## src/gsq_pkg.sv

```systemverilog
// shared constants, command codes and carriers for the status/ident query block
package gsq_pkg;
  // command opcodes presented by the parser on the command port
  localparam logic [4:0] CMD_NOP      = 5'h00;
  localparam logic [4:0] CMD_CHANNEL_DESCRIBE_QUERY_Q   = 5'h01;
  localparam logic [4:0] CMD_IDENT_Q  = 5'h02;
  localparam logic [4:0] CMD_IDN_Q    = 5'h03;
  localparam logic [4:0] CMD_WAIT     = 5'h04;
  localparam logic [4:0] CMD_ESE      = 5'h05;
  localparam logic [4:0] CMD_ESE_Q    = 5'h06;
  localparam logic [4:0] CMD_OPC      = 5'h07;
  localparam logic [4:0] CMD_SRE      = 5'h08;
  localparam logic [4:0] CMD_SRE_Q    = 5'h09;
  localparam logic [4:0] CMD_STB_Q    = 5'h0a;
  localparam logic [4:0] CMD_TST_Q    = 5'h0b;
  localparam logic [4:0] CMD_MCE      = 5'h0c;
  localparam logic [4:0] CMD_MCE_Q    = 5'h0d;
  localparam logic [4:0] CMD_ESR_Q    = 5'h0e;

  // response field kinds
  localparam logic [1:0] FLD_STRING   = 2'h0;
  localparam logic [1:0] FLD_INT      = 2'h1;

  // string selectors carried in a string field
  localparam logic [31:0] STR_MANUF      = 32'h0000_0001;
  localparam logic [31:0] STR_MODEL      = 32'h0000_0002;
  localparam logic [31:0] STR_MODEL_OPT  = 32'h0000_0003;
  localparam logic [31:0] STR_UNIT_SER   = 32'h0000_0004;
  localparam logic [31:0] STR_IDENT_NAME = 32'h0000_0005;

  // two-letter channel type codes, ascii packed
  localparam logic [15:0] channel_absent_code   = 16'h4e46;
  localparam logic [15:0] channel_bad_data_code = 16'h4e49;

  // status and event bit positions
  localparam int ESR_OPC_BIT  = 0;
  localparam int ESR_PON_BIT  = 7;
  localparam int STB_MCR_BIT  = 0;
  localparam int STB_MAV_BIT  = 4;
  localparam int STB_ESB_BIT  = 5;
  localparam int STB_MSS_BIT  = 6;
  localparam logic [7:0] SRE_ALLOWED = 8'h31;
  localparam logic [7:0] REG_RESET   = 8'h00;
  localparam logic [7:0] PON_MASK    = 8'h80;

  localparam int MC_W     = 8;
  localparam int CHAN_N   = 8;
  localparam int CHAN_W   = 3;

  localparam logic [2:0] IDN_FIELDS = 3'h6;
  localparam logic [2:0] CHANNEL_DESCRIBE_QUERY_FIELDS = 3'h2;
  localparam logic [2:0] ONE_FIELD  = 3'h1;

  typedef struct packed {
    logic [4:0]        op;
    logic [7:0]        arg;
    logic [CHAN_W-1:0] chan;
    logic              via_gpib;
  } gsq_cmd_t;

  typedef struct packed {
    logic [1:0]  kind;
    logic [31:0] value;
    logic        last;
  } gsq_field_t;

  typedef struct packed {
    logic        fitted;
    logic        valid;
    logic [15:0] type_code;
    logic [31:0] serial;
  } gsq_chan_t;
endpackage : gsq_pkg

```

## src/gsq_status.sv

```systemverilog
// event status, enable masks and status byte composition
`timescale 1ns/1ps
module gsq_status (
  // clock and reset
  input  wire logic                 mclk,
  input  wire logic                 rst,
  // loads
  input  wire logic                 ese_load,
  input  wire logic                 sre_load,
  input  wire logic                 mce_load,
  input  wire logic [7:0]           load_val,
  // event sources
  input  wire logic [7:0]           esr_set,
  input  wire logic                 esr_clear,
  input  wire logic [gsq_pkg::MC_W-1:0] measurement_condition_flags,
  input  wire logic                 resp_pending,
  // state
  output logic [7:0]                esr,
  output logic [7:0]                event_status_enable_mask,
  output logic [7:0]                service_request_enable_mask,
  output logic [gsq_pkg::MC_W-1:0]  measurement_condition_enable,
  output logic [7:0]                stb,
  output logic                      srq
);
  import gsq_pkg::*;

  wire logic       esb      = |(esr & event_status_enable_mask);
  wire logic       mcb      = |(measurement_condition_flags & measurement_condition_enable);
  wire logic [7:0] stb_base = {2'b00, esb, resp_pending, 3'b000, mcb};
  wire logic       rqs      = |(stb_base & service_request_enable_mask & SRE_ALLOWED);

  always_ff @(posedge mclk or posedge rst) begin
    if (rst) begin
      esr <= PON_MASK;
      event_status_enable_mask <= REG_RESET;
      service_request_enable_mask <= REG_RESET;
      measurement_condition_enable <= '0;
    end else begin
      // set beats clear so no event is lost on read
      esr <= (esr_clear ? REG_RESET : esr) | esr_set;
      if (ese_load) event_status_enable_mask <= load_val;
      if (sre_load) service_request_enable_mask <= load_val;
      if (mce_load) measurement_condition_enable <= load_val[MC_W-1:0];
    end
  end

  always_comb begin
    stb = stb_base;
    stb[STB_MSS_BIT] = rqs;
  end
  assign srq = rqs;
endmodule : gsq_status

```

## src/gsq_query.sv

```systemverilog
// command interpreter for ident queries and gpib status commands
`timescale 1ns/1ps
// Operation
// channel query returns type then serial
// absent or bad channel uses special codes
// identity-name query returns configured name
// id query returns six fields in order
// model gets option suffix when installed
// status commands act only over gpib
// wait accepted, no error, no action
// ese command loads event enable mask
// enabled event bits set summary bit five
// operation complete sets event bit zero
// sre bits 0,4,5 allow service request
// enabled condition bits set status bit zero
// status bit four while response pending
// bit six is master summary status
// status byte query returns composed byte
// self-test query returns zero, does nothing
// mce command loads condition enable mask
// mce readback returns mask unchanged
// sre readback returns mask unchanged
// ese readback returns mask unchanged
// event query returns then clears register
// power bit set at reset and enable
// service request when enabled bits set
module gsq_query (
  // clock and reset
  input  wire logic                     mclk,
  input  wire logic                     rst,
  // command port
  input  wire logic                     cmd_valid,
  output logic                          cmd_ready,
  input  wire gsq_pkg::gsq_cmd_t        cmd,
  // response field stream
  output logic                          rsp_valid,
  input  wire logic                     rsp_ready,
  output gsq_pkg::gsq_field_t           rsp,
  output logic                          cmd_error,
  // unit configuration
  input  wire gsq_pkg::gsq_chan_t [gsq_pkg::CHAN_N-1:0] chan_info,
  input  wire logic [31:0]              fw_major,
  input  wire logic [31:0]              fw_minor,
  input  wire logic [31:0]              fw_build,
  input  wire logic                     option_installed,
  input  wire logic                     gpib_enabled,
  input  wire logic [gsq_pkg::MC_W-1:0] measurement_condition_flags,
  // status out
  output logic [7:0]                    status_byte,
  output logic                          srq
);
  import gsq_pkg::*;

  typedef enum logic [2:0] {
    ST_IDLE = 3'b001,
    ST_SEND = 3'b010,
    ST_DONE = 3'b100
  } gsq_state_t;

  gsq_state_t state;
  gsq_state_t next_state;
  gsq_cmd_t   held;
  logic [2:0] idx;
  logic [2:0] count;
  logic [7:0] esr, event_status_enable_mask, service_request_enable_mask, stb;
  logic [MC_W-1:0] measurement_condition_enable;
  logic [7:0] snap;
  logic       en_q1, en_q2, en_q3;
  logic       en_seen;
  logic       cmd_error_r;

  function automatic logic is_gpib_only(input logic [4:0] op);
    is_gpib_only = (op >= CMD_WAIT) && (op <= CMD_ESR_Q);
  endfunction

  function automatic logic is_query(input logic [4:0] op);
    case (op)
      CMD_CHANNEL_DESCRIBE_QUERY_Q, CMD_IDENT_Q, CMD_IDN_Q, CMD_ESE_Q, CMD_SRE_Q,
      CMD_STB_Q, CMD_TST_Q, CMD_MCE_Q, CMD_ESR_Q: is_query = 1'b1;
      default: is_query = 1'b0;
    endcase
  endfunction

  wire logic take      = cmd_valid && cmd_ready;
  wire logic allowed   = !is_gpib_only(cmd.op) || cmd.via_gpib;
  wire logic known     = (cmd.op != CMD_NOP) && (cmd.op <= CMD_ESR_Q);
  wire logic accept    = take && allowed && known;
  wire logic bad       = take && !(allowed && known);
  wire logic start_q   = accept && is_query(cmd.op);
  wire logic ese_load  = accept && (cmd.op == CMD_ESE);
  wire logic sre_load  = accept && (cmd.op == CMD_SRE);
  wire logic mce_load  = accept && (cmd.op == CMD_MCE);
  wire logic opc_cmd   = accept && (cmd.op == CMD_OPC);
  wire logic esr_read  = accept && (cmd.op == CMD_ESR_Q);
  wire logic en_agree  = (en_q2 == en_q3);
  wire logic en_rise   = en_agree && en_q3 && !en_seen;
  wire logic [7:0] esr_set = (opc_cmd ? (8'h01 << ESR_OPC_BIT) : 8'h00) |
                             (en_rise ? PON_MASK : 8'h00);
  wire logic resp_pending = (state != ST_IDLE);
  wire logic sending      = (state == ST_SEND);
  wire gsq_chan_t sel_ch  = chan_info[held.chan];
  wire logic last_fld     = (idx == count - ONE_FIELD);

  assign cmd_ready = (state == ST_IDLE);

  gsq_status u_status (
    .mclk                        (mclk),
    .rst                         (rst),
    .ese_load                    (ese_load),
    .sre_load                    (sre_load),
    .mce_load                    (mce_load),
    .load_val                    (cmd.arg),
    .esr_set                     (esr_set),
    .esr_clear                   (esr_read),
    .measurement_condition_flags (measurement_condition_flags),
    .resp_pending                (resp_pending),
    .esr                         (esr),
    .event_status_enable_mask                         (event_status_enable_mask),
    .service_request_enable_mask                         (service_request_enable_mask),
    .measurement_condition_enable                         (measurement_condition_enable),
    .stb                         (stb),
    .srq                         (srq)
  );

  // response field selection
  always_comb begin
    rsp.kind  = FLD_INT;
    rsp.value = 32'h0;
    rsp.last  = last_fld;
    case (held.op)
      CMD_CHANNEL_DESCRIBE_QUERY_Q: begin
        if (idx == 3'h0) begin
          rsp.kind  = FLD_STRING;
          rsp.value = {16'h0, !sel_ch.fitted ? channel_absent_code :
                              !sel_ch.valid  ? channel_bad_data_code :
                              sel_ch.type_code};
        end else begin
          rsp.value = sel_ch.serial;
        end
      end
      CMD_IDENT_Q: begin
        rsp.kind  = FLD_STRING;
        rsp.value = STR_IDENT_NAME;
      end
      CMD_IDN_Q: begin
        case (idx)
          3'h0: begin rsp.kind = FLD_STRING; rsp.value = STR_MANUF; end
          3'h1: begin
            rsp.kind  = FLD_STRING;
            rsp.value = option_installed ? STR_MODEL_OPT : STR_MODEL;
          end
          3'h2: begin rsp.kind = FLD_STRING; rsp.value = STR_UNIT_SER; end
          3'h3: rsp.value = fw_major;
          3'h4: rsp.value = fw_minor;
          default: rsp.value = fw_build;
        endcase
      end
      CMD_ESE_Q, CMD_SRE_Q, CMD_MCE_Q, CMD_STB_Q, CMD_ESR_Q:
        rsp.value = {24'h0, snap};
      CMD_TST_Q: rsp.value = 32'h0;
      default: rsp.value = 32'h0;
    endcase
  end

  assign rsp_valid = sending;

  always_comb begin
    next_state = state;
    case (state)
      ST_IDLE: if (start_q) next_state = ST_SEND;
      ST_SEND: if (rsp_ready && last_fld) next_state = ST_DONE;
      ST_DONE: next_state = ST_IDLE;
      default: next_state = ST_IDLE;
    endcase
  end

  wire logic [2:0] next_count = (cmd.op == CMD_IDN_Q)  ? IDN_FIELDS :
                                (cmd.op == CMD_CHANNEL_DESCRIBE_QUERY_Q) ? CHANNEL_DESCRIBE_QUERY_FIELDS : ONE_FIELD;
  wire logic [7:0] next_snap  = (cmd.op == CMD_ESE_Q) ? event_status_enable_mask :
                                (cmd.op == CMD_SRE_Q) ? service_request_enable_mask :
                                (cmd.op == CMD_MCE_Q) ? 8'(measurement_condition_enable) :
                                (cmd.op == CMD_STB_Q) ? stb :
                                (cmd.op == CMD_ESR_Q) ? esr : 8'h00;

  always_ff @(posedge mclk or posedge rst) begin
    if (rst) begin
      state <= ST_IDLE;
      held  <= '0;
      idx   <= 3'h0;
      count <= 3'h0;
      snap  <= 8'h00;
    end else begin
      state <= next_state;
      if (start_q) begin
        held  <= cmd;
        idx   <= 3'h0;
        count <= next_count;
        snap  <= next_snap;
      end else if (sending && rsp_ready) begin
        idx <= idx + 3'h1;
      end
    end
  end

  // enable pin crosses in; change counts once second and third agree
  always_ff @(posedge mclk or posedge rst) begin
    if (rst) begin
      // reset to the enabled level: power on already sets the bit
      en_q1 <= 1'b1;
      en_q2 <= 1'b1;
      en_q3 <= 1'b1;
      en_seen <= 1'b1;
      cmd_error_r <= 1'b0;
    end else begin
      en_q1 <= gpib_enabled;
      en_q2 <= en_q1;
      en_q3 <= en_q2;
      if (en_agree) en_seen <= en_q3;
      // wait is accepted without error and does nothing else
      cmd_error_r <= bad;
    end
  end

  assign cmd_error   = cmd_error_r;
  assign status_byte = stb;
endmodule : gsq_query

```

## config.mk

```make
export PLATFORM = sky130hd
export DESIGN_NAME = gsq_query
export DESIGN_NICKNAME = d
export VERILOG_FILES = /design/src/gsq_pkg.sv /design/src/gsq_status.sv /design/src/gsq_query.sv
export SDC_FILE = /design/constraint.sdc
export NUM_CORES = 1
export LEC_CHECK = 0
export ABC_AREA = 1
export BUFFER_PORTS_ARGS = -buffer_cell sky130_fd_sc_hd__buf_2
export CORE_AREA = 2 2 221 223
export CTS_CLUSTER_DIAMETER = 40
export DETAILED_ROUTE_END_ITERATION = 10
export DIE_AREA = 0 0 223 225
export HOLD_SLACK_MARGIN = 0.08
export PLACE_DENSITY = 0.46
export SLEW_MARGIN = 20
export SYNTH_ARGS = -nofsm -noshare
export SYNTH_HDL_FRONTEND = slang
export SYNTH_HIERARCHICAL = 1
export SYNTH_SLANG_ARGS = --single-unit
```

## constraint.sdc

```tcl
create_clock -name mclk -period 2.7 [get_ports mclk]
set_clock_uncertainty 0.15 [all_clocks]
set_input_delay 0.27 -clock mclk [delete_from_list [all_inputs] [get_ports mclk]]
set_output_delay 0.27 -clock mclk [all_outputs]
set_load 0.1 [all_outputs]
```

==> results.json <==
{
  "fin_ws_ps": -73.8,
  "boundary_pin_count": 574,
  "drc_errors": 0,
  "max-slew-margin-rel": 0.573,
  "share_clk_of_total_power": 0.108,
  "power.density_cell_area_mw_per_mm2": 642,
  "clock_tree_from_tritoncts": "yes",
  "grt_pass1_vias": 13200,
  "async_s_r_ff_share_synth": 1.00,
  "cts-htree-levels": 3,
  "rsz0062_at_grt": "yes",
  "fp.dieH_um": 225,
  "worst-path-max-fanout": 8,
  "antenna_found_initial": 43,
  "start_util": 0.185,
  "synth_cell_types": 46,
  "swShare": 0.537,
  "postSynth.topFlopCell": "dfrtp_1",
  "vdd.ir_drop.worst_v": 0.000358,
  "seq_area_frac_synth": 0.177,
  "syn_avg_cell_area_um2": 5.48,
  "worst-setup-path-type": "reg -> out",
  "postRouteWirelength_um": 66000,
  "synth-compound-area-share": 0.130,
  "power_leakage_nw": 8.06,
  "synth_top_family_by_area": "simple AND/OR/NAND/NOR gates",
  "detail_route.first_pass.iterations": 5,
  "grt_start_max_net_pins": 43,
  "global_route.usage.total": 0.248,
  "critical_path.cell_chain": "buf_12 -> buf_16 -> nand2_4 -> nand3_2 -> nand3_2 -> nand2_4 -> nor2_4 -> buf_6 -> nand3b_1 -> nand2_2 -> buf_12",
  "yosysTopAreaCell": "nand2_1",
  "clkLatencyLatePin_ps": 330,
  "postRouteAntennaNets": 0,
  "avgRoutedWirePerCell_um": 23.2,
  "finalCritPeriodShare": 1.03,
  "crit_path_max_incr_delay_ps": 610,
  "synth.area.top_cells": "nand2_1, dfrtp_1, nand3_1",
  "timing.critical_path.required_ps": 2280,
  "finalInstanceArea_mm2": 0.0154,
  "max-clock-path-buffers": 2,
  "synth_commonest_cells": "nand2_1, nand3_1, nor2_1",
  "clockRootBuffer": "clkbuf_16",
  "port_buffers": 568,
  "p_seq_frac": 0.118,
  "globalRouteOverflowTotal": 0,
  "fp-row-count": 80,
  "xor_xnor_fraction_of_synth_area": 0.00199,
  "net-switching-power_w": 0.00531,
  "timing.critical_path.arrival_ps": 2350,
  "share_comb_of_total_power": 0.774,
  "grt_pass1_wl_um": 90400,
  "post-place-cells": 2742,
  "power_report.internal_total_w": 0.00459,
  "outcome": "finished, violations left",
  "critical_path.startpoint_type": "flip-flop",
  "setup_viol": 11,
  "synth_fa_ha_area_frac": 0.0157,
  "die_width_um": 223,
  "finalWeightedCongestion": 0.929,
  "finalNonFillerCells": 2842,
  "post_route_cells_drive_above_1_share": 0.433,
  "signed_area_change_from_the_synthesized_netlist_to_the_final_layout_pct": 75.3,
  "slowest_stage_cell_cp": "dfrtp_4",
  "synth_cells": 1604,
  "yosys.cell_count.top_type": "nand2_1",
  "yosys-mux-area-fraction": 0.0423,
  "place.detailed.hpwl_um": 51800,
  "netlist_area_mm2": 0.00879,
  "clk_pin_slew_worst_paths_ps": 60,
  "synth_edf_count": 0,
  "failing_checks": "setup timing",
  "hp-class": "in -> reg",
  "finalMaxSlewViolations": 0,
  "worstPathBufferInverterCount": 4,
  "maximum_capacitance_violations": 0,
  "detail_route.iter0.violations": 951,
  "ys.warnings.count": 6,
  "via_count": 13300,
  "cts_sinks": 62,
  "die_area_mm2": 0.0502,
  "tightest_slew_ps": 639,
  "placed_cell_area_mm2": 0.0130,
  "cp-end-kind": "output port",
  "path_delay_family": "simple AND/OR/NAND/NOR gates",
  "nets": 2741,
  "synth-seq-cells": 62,
  "cts_inserted_buffers": 9,
  "viasPerCell": 4.69,
  "yosysTopAreaCellShare": 0.239,
  "max_fclk_ghz": 0.361,
  "report.final.hold_viol_count": 0,
  "timing.final.crit_period_ps": 2770,
  "core_mm2": 0.0475,
  "post_synth_and_or_nand_nor_area_fraction": 0.503
}
through the flow:
stage	hold slack (ps)	TNS [ps]	utilization	worst slack, ps	power [W]
global placement	196	-292	0.273	-162	0.00703
floorplan	124	-346	-	-337	0.00471
finish	107	-472	0.324	-73.8	0.00990
CTS	91.0	-1150	0.310	-94.7	0.00951
global route	103	-2830	0.324	-154	0.0105
detailed placement	197	-619	0.273	-139	0.00703
metal layers:
layer | share of wire | wire length (um) | GRT usage | vias up
met5 | 0.0019 | 125 | 0 | -
met4 | 0.031 | 2070 | 0.0922 | 18
met3 | 0.074 | 4900 | 0.0686 | 106
met2 | 0.48 | 31400 | 0.412 | 574
met1 | 0.42 | 27500 | 0.307 | 6251
li1 | - | - | - | 6374
area by class of cell:
class / instances / area [um^2]
Multi-Input combinational cell: 1306 / 7080
Sequential cell: 62 / 1570
Clock inverter: 7 / 48.8
Tap cell: 615 / 769
Timing Repair inverter: 3 / 31.3
Antenna cell: 19 / 47.5
Timing Repair Buffer: 691 / 5100
Clock buffer: 9 / 225
Inverter: 130 / 538
Fill cell: 5420 / 32100
worst paths after layout:
kind / startpoint / endpoint / slack (ps) / depth (start not counted)
max in group asynchronous: rst / state[0]$_DFFE_PP1P_ / 1590 / 4
min in group asynchronous: rst / u_status/event_status_enable_mask[6]$_DFFE_PP0P_ / 460 / 4
worst min register to register: en_q1$_DFF_PP1_ / en_q2$_DFF_PP1_ / 210 / 0
worst max register to register: state[0]$_DFFE_PP1P_ / u_status/service_request_enable_mask[5]$_DFFE_PP0P_ / 600 / 6
worst max-delay path: held[1]$_DFFE_PP0P_ / rsp[16] / -70 / 11
worst min-delay path: rsp_ready / state[1]$_DFFE_PP0P_ / 110 / 4
cell families (layout without fill, tap and decap cells):
family / Yosys count / count (layout)
buffers and inverters: 245 / 840
flip-flops: 62 / 62
other: 2 / 30
multiplexers: 25 / 25
adder cells (fa/ha/maj): 11 / 11
AND/OR/NAND/NOR: 1055 / 1055
AO/OA/AOI/OAI: 202 / 202
XOR/XNOR: 2 / 2
state kept, by name, summed over array words and instances, names as in the netlist:
name / count
count: 3
cmd_error: 1
state: 3
u_status/measurement_condition_enable: 8
u_status/event_status_enable_mask: 8
en_q1: 1
snap: 8
idx: 3
held: 8
en_q3: 1
u_status/service_request_enable_mask: 8
en_q2: 1
u_status/esr: 8
en_seen: 1
repair_timing:
item / 4_1_cts / 5_1_grt
resized for setup: 189 / 146
pin swaps: 47 / 64
endpoints found under the hold margin: 82 / 0
endpoints found under the setup margin: 32 / 33
setup buffers: 24 / 11
hold buffers: 13 / 0
gates cloned: 18 / 4
placed cells by master (no fill, tap or decap), types with 13 or more instances in the layout:
cell type / netlist / layout
dlygate4sd3_1: 0 / 13
o211ai_1: 16 / 16
o21ai_2: 2 / 15
nor2_2: 4 / 13
diode_2: 0 / 19
buf_12: 0 / 57
buf_2: 56 / 535
nand2_4: 0 / 19
o21ai_1: 8 / 31
nand2_1: 559 / 481
buf_6: 6 / 14
mux2_4: 24 / 24
dfrtp_1: 56 / 52
nor2_1: 211 / 195
o21ai_0: 139 / 97
nand3_1: 248 / 185
inv_1: 117 / 112
nand2_2: 2 / 61
clkbuf_16: 0 / 13
nand3_2: 3 / 58
buf_16: 0 / 17
buf_4: 22 / 47
power groups by stage:
stage                     sequential (W)  combinational, W  clock [W]
after floorplan                  0.00111           0.00360          0
after global placement           0.00114           0.00589          0
after detailed placement         0.00115           0.00588          0
after CTS                        0.00117           0.00724    0.00110
after global routing             0.00118           0.00820    0.00113
final                            0.00117           0.00766    0.00107
worst reg2reg max path, cell delays in order, from the launching register on:
cell and delay (ps):
dfstp_2 540, nand3_1 110, nor2_1 240, nand2_1 200, nor3_1 170, buf_4 250
mux2_4 320
No activity file was read; power rests on OpenSTA's default activity.
